===== config.mk =====
export PLATFORM = sky130hd
export DESIGN_NAME = crsf_top
export DESIGN_NICKNAME = d
export VERILOG_FILES = /design/src/hw/crsf_top.v
export VERILOG_INCLUDE_DIRS = /design/src /design/src/hw
export SDC_FILE = /design/constraint.sdc
export NUM_CORES = 1
export LEC_CHECK = 0
export BUFFER_PORTS_ARGS = -buffer_cell sky130_fd_sc_hd__buf_2
export CAP_MARGIN = 20
export CORE_MARGIN = 8
export CORE_UTILIZATION = 26
export DETAILED_ROUTE_END_ITERATION = 12
export GPL_ROUTABILITY_DRIVEN = 0
export PLACE_DENSITY = 0.48
export SYNTH_ARGS = -nofsm -noshare
export SYNTH_HDL_FRONTEND = slang
export SYNTH_SLANG_ARGS = --single-unit
export TNS_END_PERCENT = 50

===== constraint.sdc =====
create_clock -name CLK -period 3.1 [get_ports CLK]
set_input_delay 0 -clock CLK [delete_from_list [all_inputs] [get_ports CLK]]
set_output_delay 0 -clock CLK [all_outputs]
set_load 0.05 [all_outputs]

===== src/hw/crsf_defs.vh =====
/*
  constants of the card response and status framer: frame layout,
  response kinds, status bit positions, register offsets, reset values.
  assumes inclusion by crsf_top.v only.
*/
`ifndef CRSF_DEFS_VH
`define CRSF_DEFS_VH

// frame fields
`define CRSF_START_BIT    1'b0
`define CRSF_DIR_BIT      1'b0
`define CRSF_END_BIT      1'b1
`define CRSF_CHK6         6'h3f
`define CRSF_CHK7         7'h7f
`define CRSF_LEN_SHORT    8'd48
`define CRSF_LEN_LONG     8'd136
`define CRSF_CRC_FIRST    8'd40
`define CRSF_CRC_LAST     8'd46
`define CRSF_CRC_POLY     7'h09
`define CRSF_IDX_SPEC     6'h09

// response kinds
`define CRSF_K_NORMAL     2'd0
`define CRSF_K_BUSY       2'd1
`define CRSF_K_OPCOND     2'd2
`define CRSF_K_REG        2'd3

// status bit positions
`define CRSF_B_ADDR_RANGE 31
`define CRSF_B_ADDR_ALIGN 30
`define CRSF_B_BLK_LEN    29
`define CRSF_B_ERASE_ORD  28
`define CRSF_B_CMD_CSUM   23
`define CRSF_B_ILLEGAL    22
`define CRSF_CLASS_C_MASK 32'hf0000000
`define CRSF_CLASS_B_MASK 32'h00c00000
`define CRSF_ERR_MASK     32'hf0c00000

// operating conditions bit carrying the ready level
`define CRSF_OCR_READY    31

// register offsets
`define CRSF_A_CTRL       6'h00
`define CRSF_A_STATUS     6'h04
`define CRSF_A_OPCOND     6'h08
`define CRSF_A_IDENT0     6'h0c
`define CRSF_A_SPEC3      6'h28
`define CRSF_A_LINK       6'h2c

// reset values
`define CRSF_CTRL_RST     32'h00000000
`define CRSF_OPCOND_RST   32'h00ff8000
`define CRSF_WORD_RST     32'h00000000

// bus responses
`define CRSF_RESP_OKAY    2'b00
`define CRSF_RESP_SLVERR  2'b10

`endif


===== src/hw/crsf_top.v =====
/*
  card response and status framer: builds the 48-bit and 136-bit
  responses, shifts them out on the command line, holds data line 0
  busy, keeps the card status word; registers over axi4-lite.
  assumes: CLK much faster than the card clock pin, which is
  sampled here; response requests come from card logic on CLK.
*/
// What this block does
// shift each response out msb first
// start bit zero, then direction bit zero
// crc7 on all but operating-conditions response
// end every response with a one
// normal response: index, status, crc, 48 bits
// busy response same format, may hold dat0
// 136-bit response: ones, register 127..1, end
// identity for 2/10, specific data for 9
// operating response: ones, register, ones
// register drives busy low, windows low; code clears only bit 31 and keeps the windows
// no fourth or fifth response format
// error bits clear after reporting response sent
// status bits follow state, never steer execution
// interpretation error: report now, no execution
// execution error: report in next response
// operation exceptions reported in later status
// clear classes: state, next command, read
// bit 31 addr_range_fault
// bit 30 address misaligned
// bit 29 block length illegal
// bit 28 erase order wrong
// bit 23 command checksum failed
// bit 22 command illegal in state
// crc7 over start bit to payload
`include "crsf_defs.vh"

module crsf_top #(
  parameter AW = 6
) (
  // clock and reset
  input  wire        CLK,
  input  wire        RST_N,
  // axi4-lite slave
  input  wire [AW-1:0] S_AXI_AWADDR,
  input  wire        S_AXI_AWVALID,
  output wire        S_AXI_AWREADY,
  input  wire [31:0] S_AXI_WDATA,
  input  wire [3:0]  S_AXI_WSTRB,
  input  wire        S_AXI_WVALID,
  output wire        S_AXI_WREADY,
  output reg  [1:0]  S_AXI_BRESP,
  output reg         S_AXI_BVALID,
  input  wire        S_AXI_BREADY,
  input  wire [AW-1:0] S_AXI_ARADDR,
  input  wire        S_AXI_ARVALID,
  output wire        S_AXI_ARREADY,
  output reg  [31:0] S_AXI_RDATA,
  output reg  [1:0]  S_AXI_RRESP,
  output reg         S_AXI_RVALID,
  input  wire        S_AXI_RREADY,
  // card clock pin
  input  wire        LINK_CLK,
  // command line and data line 0
  output reg         CMD_O,
  output reg         CMD_OE,
  output reg         DAT0_O,
  output reg         DAT0_OE,
  // response request from card logic
  input  wire        RSP_START,
  output wire        RSP_READY,
  input  wire [1:0]  RSP_KIND,
  input  wire [5:0]  RSP_INDEX,
  input  wire [31:0] RSP_RFAULT,
  output reg         EXEC_GO,
  output reg         RSP_DONE,
  // status sources from card logic
  input  wire [31:0] FAULT_SET,
  input  wire [31:0] STATE_BITS,
  input  wire        CMD_OK,
  input  wire        BUSY_REQ
);

  localparam ST_IDLE = 2'd0;
  localparam ST_SEND = 2'd1;
  localparam ST_BUSY = 2'd2;

  reg  [1:0]   state;
  reg  [1:0]   kind;
  reg  [7:0]   cnt;
  reg  [7:0]   len;
  reg  [135:0] sreg;
  reg  [6:0]   crc;
  reg  [31:0]  sticky;
  reg  [31:0]  sent;
  reg  [31:0]  reported;
  reg  [31:0]  ctrl;
  reg  [31:0]  opcond;
  reg  [31:0]  words [0:7];
  reg  [5:0]   last_index;
  reg          lk_s1;
  reg          lk_s2;
  reg          lk_s3;
  reg          aw_held;
  reg          w_held;
  reg  [AW-1:0] aw_addr;
  reg  [31:0]  w_data;
  reg  [3:0]   w_strb;

  wire         lk_fall;
  wire         crc_win;
  wire         cur_bit;
  wire         fin;
  wire [31:0]  status_word;
  wire [31:0]  opcond_sent;
  wire [127:0] reg_val;
  wire         use_spec;
  wire         wr_go;
  wire [AW-1:0] w_word;
  wire         w_ident;
  wire [2:0]   w_idx;
  wire         w_hit;
  wire [2:0]   r_idx;
  wire         r_ident;
  reg  [31:0]  next_sticky;
  reg  [31:0]  next_rdata;
  reg          next_rok;

  integer i;

  function [31:0] merge;
    input [31:0] old;
    input [31:0] dat;
    input [3:0]  strb;
    integer k;
    begin
      merge = old;
      for (k = 0; k < 4; k = k + 1) begin
        if (strb[k]) begin
          merge[8*k +: 8] = dat[8*k +: 8];
        end
      end
    end
  endfunction

  // card clock pin: two-stage sync, third stage for edge
  always @(posedge CLK or negedge RST_N) begin
    if (!RST_N) begin
      lk_s1 <= 1'b1;
      lk_s2 <= 1'b1;
      lk_s3 <= 1'b1;
    end else begin
      lk_s1 <= LINK_CLK;
      lk_s2 <= lk_s1;
      lk_s3 <= lk_s2;
    end
  end

  assign lk_fall = lk_s3 & ~lk_s2;

  // status word seen by software and by responses
  assign status_word = sticky | (STATE_BITS & ~`CRSF_ERR_MASK);

  // ready level bit is low while not ready; voltage window bits pass unchanged
  assign opcond_sent = ctrl[0] ? opcond :
                       (opcond & ~(32'h1 << `CRSF_OCR_READY));

  assign use_spec = (RSP_INDEX == `CRSF_IDX_SPEC);
  assign reg_val  = use_spec ? {words[7], words[6], words[5], words[4]}
                             : {words[3], words[2], words[1], words[0]};

  assign RSP_READY = (state == ST_IDLE);

  // crc field of the normal and busy responses
  assign crc_win = ((kind == `CRSF_K_NORMAL) || (kind == `CRSF_K_BUSY)) &&
                   (cnt >= `CRSF_CRC_FIRST) && (cnt <= `CRSF_CRC_LAST);
  assign cur_bit = crc_win ? crc[6] : sreg[135];
  assign fin     = (cnt == len);

  // sticky error bits: set wins over every clear
  always @* begin
    next_sticky = sticky;
    if (state == ST_SEND && lk_fall && fin) begin
      next_sticky = next_sticky & ~(sent & `CRSF_CLASS_C_MASK);
    end
    if (CMD_OK) begin
      next_sticky = next_sticky & ~(reported & `CRSF_CLASS_B_MASK);
    end
    next_sticky = next_sticky | (FAULT_SET & `CRSF_ERR_MASK);
    if (RSP_START && state == ST_IDLE) begin
      next_sticky = next_sticky | (RSP_RFAULT & `CRSF_ERR_MASK);
    end
  end

  // response framer
  always @(posedge CLK or negedge RST_N) begin
    if (!RST_N) begin
      state      <= ST_IDLE;
      kind       <= `CRSF_K_NORMAL;
      cnt        <= 8'd0;
      len        <= `CRSF_LEN_SHORT;
      sreg       <= 136'h0;
      crc        <= 7'h00;
      sticky     <= 32'h0;
      sent       <= 32'h0;
      reported   <= 32'h0;
      last_index <= 6'h00;
      CMD_O      <= 1'b1;
      CMD_OE     <= 1'b0;
      DAT0_O     <= 1'b1;
      DAT0_OE    <= 1'b0;
      EXEC_GO    <= 1'b0;
      RSP_DONE   <= 1'b0;
    end else begin
      sticky   <= next_sticky;
      EXEC_GO  <= 1'b0;
      RSP_DONE <= 1'b0;
      if (CMD_OK) begin
        reported <= reported & ~`CRSF_CLASS_B_MASK;
      end
      case (state)
        ST_IDLE: begin
          if (RSP_START) begin
            kind       <= RSP_KIND;
            last_index <= RSP_INDEX;
            cnt        <= 8'd0;
            crc        <= 7'h00;
            if (RSP_KIND == `CRSF_K_OPCOND || RSP_KIND == `CRSF_K_REG) begin
              sent <= 32'h0;
            end else begin
              sent <= status_word | (RSP_RFAULT & `CRSF_ERR_MASK);
            end
            EXEC_GO    <= ~|(RSP_RFAULT & `CRSF_ERR_MASK);
            state      <= ST_SEND;
            case (RSP_KIND)
              `CRSF_K_OPCOND: begin
                len  <= `CRSF_LEN_SHORT;
                sreg <= {`CRSF_START_BIT, `CRSF_DIR_BIT, `CRSF_CHK6,
                         opcond_sent, `CRSF_CHK7, `CRSF_END_BIT,
                         88'h0};
              end
              `CRSF_K_REG: begin
                len  <= `CRSF_LEN_LONG;
                sreg <= {`CRSF_START_BIT, `CRSF_DIR_BIT, `CRSF_CHK6,
                         reg_val[127:1], `CRSF_END_BIT};
              end
              default: begin
                len  <= `CRSF_LEN_SHORT;
                sreg <= {`CRSF_START_BIT, `CRSF_DIR_BIT, RSP_INDEX,
                         status_word | (RSP_RFAULT & `CRSF_ERR_MASK),
                         7'h00, `CRSF_END_BIT, 88'h0};
              end
            endcase
          end
        end
        ST_SEND: begin
          if (lk_fall) begin
            if (fin) begin
              CMD_OE   <= 1'b0;
              CMD_O    <= 1'b1;
              RSP_DONE <= 1'b1;
              reported <= sent & `CRSF_CLASS_B_MASK;
              if (kind == `CRSF_K_BUSY && BUSY_REQ) begin
                DAT0_O  <= 1'b0;
                DAT0_OE <= 1'b1;
                state   <= ST_BUSY;
              end else begin
                state <= ST_IDLE;
              end
            end else begin
              CMD_OE <= 1'b1;
              CMD_O  <= cur_bit;
              sreg   <= {sreg[134:0], 1'b0};
              cnt    <= cnt + 8'd1;
              if (crc_win) begin
                crc <= {crc[5:0], 1'b0};
              end else if (cnt < `CRSF_CRC_FIRST) begin
                crc <= {crc[5:0], 1'b0} ^
                       ((sreg[135] ^ crc[6]) ? `CRSF_CRC_POLY : 7'h00);
              end
            end
          end
        end
        ST_BUSY: begin
          if (!BUSY_REQ) begin
            DAT0_O  <= 1'b1;
            DAT0_OE <= 1'b0;
            state   <= ST_IDLE;
          end
        end
        default: begin
          state <= ST_IDLE;
        end
      endcase
    end
  end

  // axi4-lite write path
  assign S_AXI_AWREADY = ~aw_held & ~S_AXI_BVALID;
  assign S_AXI_WREADY  = ~w_held & ~S_AXI_BVALID;
  assign wr_go         = aw_held & w_held & ~S_AXI_BVALID;
  assign w_word        = aw_addr - `CRSF_A_IDENT0;
  assign w_idx         = w_word[4:2];
  assign w_ident       = (aw_addr >= `CRSF_A_IDENT0) &&
                         (aw_addr <= `CRSF_A_SPEC3) && (aw_addr[1:0] == 2'b00);
  assign w_hit         = w_ident || (aw_addr == `CRSF_A_CTRL) ||
                         (aw_addr == `CRSF_A_OPCOND);

  always @(posedge CLK or negedge RST_N) begin
    if (!RST_N) begin
      aw_held      <= 1'b0;
      w_held       <= 1'b0;
      aw_addr      <= {AW{1'b0}};
      w_data       <= 32'h0;
      w_strb       <= 4'h0;
      S_AXI_BVALID <= 1'b0;
      S_AXI_BRESP  <= `CRSF_RESP_OKAY;
      ctrl         <= `CRSF_CTRL_RST;
      opcond       <= `CRSF_OPCOND_RST;
      for (i = 0; i < 8; i = i + 1) begin
        words[i] <= `CRSF_WORD_RST;
      end
    end else begin
      if (S_AXI_AWVALID && S_AXI_AWREADY) begin
        aw_held <= 1'b1;
        aw_addr <= S_AXI_AWADDR;
      end
      if (S_AXI_WVALID && S_AXI_WREADY) begin
        w_held <= 1'b1;
        w_data <= S_AXI_WDATA;
        w_strb <= S_AXI_WSTRB;
      end
      if (wr_go) begin
        aw_held      <= 1'b0;
        w_held       <= 1'b0;
        S_AXI_BVALID <= 1'b1;
        S_AXI_BRESP  <= w_hit ? `CRSF_RESP_OKAY : `CRSF_RESP_SLVERR;
        if (aw_addr == `CRSF_A_CTRL) begin
          ctrl <= merge(ctrl, w_data, w_strb) & 32'h1;
        end
        if (aw_addr == `CRSF_A_OPCOND) begin
          opcond <= merge(opcond, w_data, w_strb);
        end
        if (w_ident) begin
          words[w_idx] <= merge(words[w_idx], w_data, w_strb);
        end
      end else if (S_AXI_BVALID && S_AXI_BREADY) begin
        S_AXI_BVALID <= 1'b0;
      end
    end
  end

  // axi4-lite read path; reads do not disturb status
  assign S_AXI_ARREADY = ~S_AXI_RVALID;
  assign r_ident = (S_AXI_ARADDR >= `CRSF_A_IDENT0) &&
                   (S_AXI_ARADDR <= `CRSF_A_SPEC3) &&
                   (S_AXI_ARADDR[1:0] == 2'b00);
  assign r_idx   = S_AXI_ARADDR[4:2] - 3'd3;

  always @* begin
    next_rdata = 32'h0;
    next_rok   = 1'b1;
    if (r_ident) begin
      next_rdata = words[r_idx];
    end else begin
      case (S_AXI_ARADDR)
        `CRSF_A_CTRL:   next_rdata = ctrl;
        `CRSF_A_STATUS: next_rdata = status_word;
        `CRSF_A_OPCOND: next_rdata = opcond;
        `CRSF_A_LINK:   next_rdata = {24'h0, last_index, DAT0_OE,
                                      ~RSP_READY};
        default:        next_rok   = 1'b0;
      endcase
    end
  end

  always @(posedge CLK or negedge RST_N) begin
    if (!RST_N) begin
      S_AXI_RVALID <= 1'b0;
      S_AXI_RDATA  <= 32'h0;
      S_AXI_RRESP  <= `CRSF_RESP_OKAY;
    end else begin
      if (S_AXI_ARVALID && S_AXI_ARREADY) begin
        S_AXI_RVALID <= 1'b1;
        S_AXI_RDATA  <= next_rdata;
        S_AXI_RRESP  <= next_rok ? `CRSF_RESP_OKAY : `CRSF_RESP_SLVERR;
      end else if (S_AXI_RVALID && S_AXI_RREADY) begin
        S_AXI_RVALID <= 1'b0;
      end
    end
  end

endmodule


==> flow_summary_export.csv, run 1 <==
group,metric,value,unit
drt,routedWlPerCell,22.8,um
finish,fin_cells,4332,
timing,rsz0062_at_grt,"false",
timing,max_freq,351,MHz
global_routing,grt_antenna_before_repair,2,
floorplanning,start_util,26.1,%
global_routing,grt_pass1_wl,150,mm
timing,fin_skew,0.0282,ns
finish,seq_area,13900,um^2
timing,slew_headroom,31.0,%
placement,port_buffers,150,
finish,layout-drive-gt1-share,25.1,%
synth,yosysTopAreaCell,"dfrtp_1",
finish,final_nets,2964,
clocking,clock_latency,0.62,ns
clocking,clock_path_buffers,3,
clocking,numCtsBuffers,68,
synth,synth_edf_count,0,
placement,dp_hpwl,63.8,mm
placement,place_inst,4096,
timing,finalSetupTns,0,ns
drt,drt-total-wl,98.7,mm
worst_setup_path,cp-end-kind,"flip-flop",
finish,area_growth,22.7,%
floorplanning,core-area,110000,um^2
finish,antenna_cells,0,
clocking,clockRootBuffer,"clkbuf_16",
synth,syn_inst,2571,
status,outcome,"completed",
worst_setup_path,setup.worst_path.class,"reg2reg",
flow_run,maxCapViolCount,0,
synth,seq_area_frac_synth,48.5,%
worst_setup_path,critPathArrivalTime,3.33,ns
drt,detail_route.iter0.violations,1501,
timing,finalCritPeriodShare,91.8,%
finish,final_common_cell,"dfrtp_1",
drt,first_pass_iters,5,
synth,synth_area,28700,um^2
floorplanning,ios,211,
drt,drtAntennaViolNets,0,
synth,async_flop_share,100,%
finish,multi_input_area,13900,um^2
timing,hold_viol,0,
synth,yosys_warnings,0,
timing,worstMarginPinSlew,1.03,ns
clocking,cts_max_level,3,
clocking,post-cts-setup-buffer-count,0,
power_and_ir_drop,ir_drop,0.631,mV
timing,setup_viol,0,
global_routing,grt_remaining_overflow,0,
drt,drc,0,
floorplanning,dieArea,121000,um^2
synth,yosys_most_used_dff,"dfrtp_1",
worst_setup_path,required,3.58,ns
floorplanning,die_y,348,um
synth,synth_seq_cells,555,
timing,fin_crit,2.85,ns
floorplanning,die_w,348,um
synth,netlist_top_cells_area,"dfrtp_1 (47%), mux2_2 (7.6%), mux4_2 (7.3%), mux2i_1 (5.8%), nand2_1 (4.3%)",
power_and_ir_drop,power_density,866,nW/um^2
min_path,hp-class,"in2reg",
global_routing,grt_pass1_vias,21977,
power_and_ir_drop,p_leak,15.6,nW
floorplanning,core.rowCount,122,
finish,final_cell_mix,"dfrtp_1 (539), nand2_1 (329), o21ai_0 (232)",
drt,viasPerCell,5.04,
global_routing,grtUsageTotal,15.9,%
global_routing,grt_max_degree,84,
synth,synth.avg_cell_area,11.2,um^2
clocking,clkSinkCount,555,
drt,via_count,21832,
synth,synth_top_area_share,47.1,%
worst_setup_path,critPathMaxFanout,31,
synth,synth.distinct_cells,70,
timing,maxSlewViolCount,0,
worst_setup_path,worst_setup_path_start_kind,"flip-flop",
finish,n_fill_cell,11158,
clocking,cts.clk_slew.worst_paths,0.06,ns
clocking,cts_tree,"built",
==> where the power goes <==
group	internal [mW]	switching, mW
clock	5.02	3.34
combinational	4.50	6.29
sequential	9.23	2.08
==> metal layers <==
| metal | vias up | routed length [um] | global-route usage [%] |
|---|---|---|---|
| met1 | 11158 | 46400 | 22.6 |
| li1 | 9989 | - | - |
| met3 | 122 | 4960 | 2.52 |
| met2 | 563 | 45300 | 25.2 |
| met4 | 0 | 2000 | 4.09 |
| met5 | - | 0 | 0 |
==> cell usage after synthesis (8+ instances only) <==
cell and count:
a2bb2oi_1 87, clkbuf_1 128, o21ai_0 232, a21o_1 10, buf_4 10, buf_2 62
ha_1 10, nor2b_1 40, nand2_1 330, inv_1 15, a221oi_1 51, nor2_1 94
a22oi_1 14, a22o_1 37, o21ai_1 85, a211oi_1 25, o31ai_1 28, and2_1 20
nand2b_1 26, mux4_2 93, or3_1 8, dfrtp_1 540, mux2_2 194, dfstp_2 15
o31ai_4 15, a21oi_1 49, mux2i_1 166, buf_1 17, a221o_1 22, nand3_1 45
o22a_1 13
==> logic make-up after synthesis <==
family,after synthesis,synth area share (%)
xor gates and xnor gates,7,0.214
and+or+nand+nor,598,9.28
AOI/OAI and AO/OA,711,17.3
other,1,0.0131
muxes,455,20.8
buffers and inverters,234,3.49
DFF,555,48.5
adders and majority gates,10,0.436
==> registers in the layout, summed over array words and instances (netlist names), 4 cells and up <==
name and cells:
crc 7, w_data 32, w_strb 4, sticky 6, words 256, sreg 136
sent 6, last_index 6, opcond 32, cnt 8, aw_addr 6, S_AXI_RDATA 32
==> per-stage QoR <==
stage | utilization [%] | instance area [um^2] | hold WS, ns | setup slack (ns) | total power [mW]
2_1_floorplan | - | 28700 | -0.296 | 0.148 | 17.8
3_3_place_gp | 28.8 | 31700 | 0.0382 | 0.260 | 22.0
3_5_place_dp | 28.8 | 31700 | 0.0373 | 0.273 | 22.1
4_1_cts | 32.0 | 35200 | 0.000208 | 0.252 | 30.7
5_1_grt | 32.0 | 35200 | 0.0346 | 0.111 | 32.0
6_report | 32.0 | 35200 | 0.0185 | 0.254 | 30.5
==> what timing repair did <==
item | CTS | global route
hold buffers | 113 | 0
gates resized for setup | 0 | 0
hold endpoints to repair | 644 | 0
==> final timing paths <==
kind	startpoint	endpoint	slack, ns	cells after the start
min reg2reg	lk_s1	lk_s2	0.36	0
min	S_AXI_ARADDR[0]	S_AXI_RRESP[1]	0.02	5
max	aw_addr[2]	words[137]	0.25	8
max reg2reg	aw_addr[2]	words[137]	0.25	8
max in group asynchronous	RST_N	words[45]	2.39	4
min in group asynchronous	RST_N	lk_s2	0.10	2
==> area by class of cell <==
class | count | area share [%]
flip-flops and latches | 555 | 39.5
inverters | 16 | 0.171
clock buffers | 96 | 5.68
well taps | 1488 | 5.29
clock inverters | 27 | 0.931
multi-input cells | 1783 | 39.5
repair buffers | 367 | 8.86
==> critical path: stages (launching register included) <==
cell and delay, ns:
dfrtp_4 0.49, ha_1 0.32, xor2_4 0.23, buf_12 0.21, nand2_1 0.18, buf_4 0.26, nand4b_1 0.18, buf_4 0.43
mux2_2 0.38
Note: power is estimated with default switching activity, not from simulation.
==> run 2: changes to the inputs <==
--- a/config.mk
+++ b/config.mk
@@ -8,11 +8,13 @@
 export LEC_CHECK = 0
 export BUFFER_PORTS_ARGS = -buffer_cell sky130_fd_sc_hd__buf_2
 export CAP_MARGIN = 20
-export CORE_MARGIN = 8
+export CELL_PAD_IN_SITES_DETAIL_PLACEMENT = 0
+export CELL_PAD_IN_SITES_GLOBAL_PLACEMENT = 1
+export CORE_MARGIN = 4
 export CORE_UTILIZATION = 26
 export DETAILED_ROUTE_END_ITERATION = 12
 export GPL_ROUTABILITY_DRIVEN = 0
-export PLACE_DENSITY = 0.48
+export PLACE_DENSITY = 0.56
 export SYNTH_ARGS = -nofsm -noshare
 export SYNTH_HDL_FRONTEND = slang
 export SYNTH_SLANG_ARGS = --single-unit
==> flow_summary_export.csv, run 2 (same netlist as run 1, synthesis figures left out) <==
group,metric,value,unit
clocking,clock_path_buffers,3,
floorplanning,ios,211,
clocking,clock_latency,0.64,ns
worst_setup_path,required,3.65,ns
power_and_ir_drop,p_sw,12.0,mW
worst_setup_path,startpoint,"aw_addr[2]",
timing,worstMarginPinSlew,1.06,ns
power_and_ir_drop,p_comb_share,34.9,%
finish,fin_area,35300,um^2
drt,maxUsedRoutingLayer,"met5",
worst_setup_path,critPathArrivalTime,3.48,ns
drt,drc,0,
placement,pre_cts_ws,0.192,ns
drt,routedWlPerCell,23.5,um
floorplanning,dieArea,116000,um^2
power_and_ir_drop,power_density,880,nW/um^2
global_routing,grt_pass1_vias,23185,
power_and_ir_drop,intPower,19.1,mW
timing,worst_slack,0.178,ns
finish,top_register,"words",
power_and_ir_drop,clockPowerShare,28.4,%
timing,hold_viol,0,
placement,port_buffers,150,
finish,n_fill_cell,10987,
timing,fin_crit,2.92,ns
worst_setup_path,slowest_delay,0.50,ns
global_routing,grt_pass1_wl,154,mm
timing,fin_skew,0.0376,ns
power_and_ir_drop,ir_drop,0.592,mV
timing,slew_headroom,29.3,%
drt,first_pass_iters,6,
worst_setup_path,cpLargestDelayFamily,"compound AO/OA/AOI/OAI gates",
worst_setup_path,r2r_start,"aw_addr[2]",
power_and_ir_drop,p_leak,15.6,nW
timing,maxSlewViolCount,0,
clocking,postCtsResizedCells,0,
finish,largest_reg_flops,256,
placement,dp_hpwl,67.1,mm
finish,final_nets,2976,
finish,largestRegisters,"words x256, sreg x136",
timing,finalSetupTns,0,ns
worst_setup_path,path_cells,"ha_1, xor2_4, buf_4, nand2b_1, buf_12, o22a_1, o21ai_1, mux2_2",
flow_run,maxCapViolCount,0,
finish,final_common_cell,"dfrtp_1",
clocking,numCtsBuffers,72,
worst_setup_path,setup.worst_path.class,"reg2reg",
clocking,cts_max_level,3,
drt,via_count,22451,
worst_setup_path,worst_setup_path_start_kind,"flip-flop",
timing,finalCritPeriodShare,94.2,%
min_path,hp-class,"in2reg",
drt,drtAntennaViolNets,0,
drt,viasPerCell,5.18,
timing,max_freq,342,MHz
min_path,holdCritStartpoint,"RSP_KIND[1]",
global_routing,grtUsageTotal,17.3,%
worst_setup_path,r2r_slack,0.18,ns
clocking,cts_tree,"built",
finish,post-route-util,32.4,%
floorplanning,die_w,340,um
global_routing,grt_remaining_overflow,0,
clocking,cts.clk_slew.worst_paths,0.06,ns
drt,drt-total-wl,102,mm
worst_setup_path,critPathMaxFanout,15,
floorplanning,core-area,109000,um^2
finish,layout-drive-gt1-share,25.2,%
drt,wl_met1,46.3,mm
floorplanning,core.rowCount,121,
clocking,clkSinkCount,555,
placement,dpl_cell_area,31600,um^2
drt,met3_length,5.20,mm
status,outcome,"completed",
timing,rsz0062_at_grt,"false",
timing,setup_viol,0,
drt,wl_met2,47.5,mm
floorplanning,die_y,340,um
global_routing,grt_max_degree,114,
power_and_ir_drop,switching_share,38.6,%
worst_setup_path,slowest_stage,"dfrtp_4",
finish,final_cell_mix,"dfrtp_1 (539), nand2_1 (328), o21ai_0 (232)",
clocking,clockRootBuffer,"clkbuf_16",
global_routing,grt_antenna_before_repair,3,
finish,area_growth,23.2,%
power_and_ir_drop,p_seq_share,36.7,%
drt,detail_route.iter0.violations,1606,
floorplanning,start_util,26.3,%
worst_setup_path,critPathBufInv,2,
worst_setup_path,cp-end-kind,"flip-flop",
timing,hold_slack,0.0481,ns
==> run 2: changes by cell type in the layout (fill, tap and decap cells not counted), sizes merged <==
cell / delta
bufinv: +2
dlygate4sd3: +8
clkinvlp: +2
inv: +2
diode: +2
clkbuf: +2
clkinv: -1
==> run 2: what timing repair did <==
action | CTS | global route
setup endpoints to repair | 0 | 0
hold buffers | 120 | 0
setup buffers | 0 | 0
hold endpoints to repair | 586 | 0
==> run 2: path summary, 6_finish.rpt <==
check                                  to  depth (start not counted)
worst max-delay path            words[64]                          8
worst max register to register  words[64]                          8
worst min register to register      lk_s2                          0
max in group asynchronous        sreg[21]                          4
worst min-delay path            sreg[128]                          4
min in group asynchronous       sreg[118]                          3
==> run 2: cell type report <==
cell class                      instances  area (um^2)  area share [%]
Timing Repair Buffer                  375         3120            8.82
Inverter                               16         60.1           0.170
Clock inverter                         32          438            1.24
Sequential cell                       555        13900            39.4
Antenna cell                            2         5.00          0.0142
Tap cell                             1476         1850            5.23
Clock buffer                           98         2050            5.80
Multi-Input combinational cell       1783        13900            39.4
==> run 2: layer usage <==
metal  vias to the layer above  GRT usage (%)
li1                      10019              -
met3                       162           2.79
met2                       678           28.0
met1                     11588           23.8
met5                         -              0
met4                         4           5.43
==> run 2: worst register-to-register path, stage by stage, from the launching register on <==
cell and delay (ns):
dfrtp_4 0.50, ha_1 0.32, xor2_4 0.27, buf_4 0.34, nand2b_1 0.27, buf_12 0.24, o22a_1 0.20, o21ai_1 0.45
mux2_2 0.27
==> run 2: power groups by stage <==
| stage | logic (mW) | clock network, mW | registers [mW] |
|---|---|---|---|
| finish | 10.9 | 8.82 | 11.4 |
| global route | 11.7 | 9.35 | 11.6 |
| CTS | 10.9 | 9.08 | 11.4 |
| detailed placement | 10.7 | 0 | 11.5 |
| global placement | 10.5 | 0 | 11.4 |
| floorplan | 7.12 | 0 | 10.7 |
==> run 2: metrics by stage <==
step                std cells  power, mW
detailed placement       4085       22.2
CTS                      4335       31.4
global route             4336       32.7
global placement         4085       21.8
finish                   4337       31.1
floorplan                2572       17.8
==> run 3: changes to the inputs <==
--- a/config.mk
+++ b/config.mk
@@ -10,11 +10,10 @@
 export CAP_MARGIN = 20
 export CELL_PAD_IN_SITES_DETAIL_PLACEMENT = 0
 export CELL_PAD_IN_SITES_GLOBAL_PLACEMENT = 1
-export CORE_MARGIN = 4
 export CORE_UTILIZATION = 26
 export DETAILED_ROUTE_END_ITERATION = 12
 export GPL_ROUTABILITY_DRIVEN = 0
-export PLACE_DENSITY = 0.56
+export PLACE_DENSITY = 0.54
 export SYNTH_ARGS = -nofsm -noshare
 export SYNTH_HDL_FRONTEND = slang
 export SYNTH_SLANG_ARGS = --single-unit
==> constraint.sdc (replaced) <==
create_clock -name CLK -period 3.13 [get_ports CLK]
set_input_delay 0 -clock CLK [delete_from_list [all_inputs] [get_ports CLK]]
set_output_delay 0 -clock CLK [all_outputs]
set_load 0.05 [all_outputs]
==> flow_summary_export.csv, run 3 (same netlist as run 1, synthesis figures left out) <==
group,metric,value,unit
clocking,cts_max_level,3,
global_routing,grt_pass1_vias,22736,
timing,finalCritPeriodShare,93.8,%
finish,final_nets,2956,
worst_setup_path,worst_setup_path_start_kind,"flip-flop",
worst_setup_path,cp-end-kind,"flip-flop",
floorplanning,ios,211,
global_routing,grt_antenna_before_repair,1,
floorplanning,die_y,334,um
drt,drc,0,
timing,hold_viol,0,
placement,port_buffers,150,
clocking,clockRootBuffer,"clkbuf_16",
clocking,clock_path_buffers,3,
placement,dp_hpwl,65.6,mm
drt,detail_route.iter0.violations,1638,
finish,largestRegisters,"words x256, sreg x136",
floorplanning,dieArea,112000,um^2
timing,finalSetupTns,0,ns
min_path,hp-class,"in2reg",
global_routing,globalRouteMet1Util,25.5,%
timing,fin_skew,0.0379,ns
clocking,clock_latency,0.64,ns
timing,fin_crit,2.94,ns
timing,rsz0062_at_grt,"false",
status,outcome,"completed",
placement,place_inst,4075,
drt,routedWlPerCell,23.5,um
floorplanning,die_w,334,um
flow_run,maxCapViolCount,0,
finish,top_register,"words",
global_routing,use_met2,28.7,%
worst_setup_path,critPathArrivalTime,3.49,ns
finish,final_cell_mix,"dfrtp_1 (539), nand2_1 (328), o21ai_0 (232)",
finish,fin_cells,4314,
drt,via_count,22328,
global_routing,grtUsageMet3,2.88,%
finish,layout-drive-gt1-share,24.6,%
clocking,post-cts-setup-buffer-count,0,
timing,max_freq,341,MHz
drt,drt-total-wl,102,mm
worst_setup_path,critPathMaxFanout,8,
clocking,numCtsBuffers,70,
min_path,hold_depth,5,
timing,maxSlewViolCount,0,
global_routing,busiest_layer,"met2",
clocking,cts_tree,"built",
power_and_ir_drop,power_density,864,nW/um^2
global_routing,grt_pass1_wl,153,mm
worst_setup_path,required,3.68,ns
global_routing,grt_remaining_overflow,0,
floorplanning,start_util,26.3,%
drt,viasPerCell,5.18,
floorplanning,core.rowCount,121,
worst_setup_path,reg2reg_depth,5,
power_and_ir_drop,ir_drop,0.572,mV
timing,worstMarginPinSlew,1.09,ns
power_and_ir_drop,p_leak,15.5,nW
timing,setup_viol,0,
timing,slew_headroom,27.4,%
finish,largest_reg_flops,256,
floorplanning,core-area,109000,um^2
clocking,clkSinkCount,555,
finish,area_growth,22.5,%
global_routing,grtUsageTotal,18.1,%
drt,first_pass_iters,5,
worst_setup_path,setup.worst_path.class,"reg2reg",
drt,drtAntennaViolNets,0,
finish,final_common_cell,"dfrtp_1",
clocking,cts.clk_slew.worst_paths,0.06,ns
global_routing,grt_max_degree,119,
[run 3: cell types whose count changed in the layout (fill, tap and decap cells not counted), sizes merged, moves of 3 or more]
cell,before,now
bufinv,8,5
buf,255,245
inv,21,18
clkinvlp,4,1
dlygate4sd3,120,112
clkbuf,98,104
[run 3: worst paths after layout]
kind | start | to | slack, ns
min in group asynchronous | RST_N | sreg[97] | 0.49
max | S_AXI_BVALID | opcond[21] | 0.19
min reg2reg | lk_s1 | lk_s2 | 0.36
max reg2reg | S_AXI_BVALID | opcond[21] | 0.19
max in group asynchronous | RST_N | kind[0] | 1.23
min | S_AXI_ARADDR[1] | S_AXI_RDATA[0] | 0.06
[run 3: repair_timing]
item / 4_1_cts / 5_1_grt
gates resized for setup: 0 / 0
setup endpoints to repair: 0 / 0
hold buffers: 112 / 0
endpoints found under the hold margin: 522 / 0
[run 3: per-stage QoR]
stage                     utilization, %  area [um^2]  power [mW]  hold slack [ns]  worst slack (ns)
after floorplan                        -        28700        17.6           -0.296             0.178
after global placement              29.0        31700        21.8           0.0636             0.279
after detailed placement            29.0        31700        22.1           0.0756             0.254
after CTS                           32.2        35100        30.6          0.00856             0.241
after global routing                32.2        35100        32.0           0.0383             0.107
final                               32.2        35100        30.4           0.0572             0.194
[run 3: power breakdown]
part | internal, mW | switching, mW
sequential | 9.14 | 2.05
combinational | 4.51 | 6.36
clock | 4.94 | 3.37
total | 18.6 | 11.8
[run 3: worst max-delay path: stages (launching register included)]
cell and delay [ns]:
dfrtp_1 0.42, nand3b_1 0.24, nor3_2 0.47, and3_1 0.71
nand2_1 0.57, mux2_2 0.44
[run 3: cell type report]
type,count,area (um^2)
antenna,1,2.50
clock buffer,104,2030
clock inverter,22,308
fill,10957,74000
inverter,16,60.1
multi-input combinational,1783,13900
sequential,555,13900
tap,1476,1850
timing repair buffer,357,3060
[run 3: layer usage]
metal / vias up / wire, um
met4: 0 / 2580
met2: 635 / 46700
met5: - / 0
li1: 9962 / -
met3: 159 / 4850
met1: 11572 / 47400
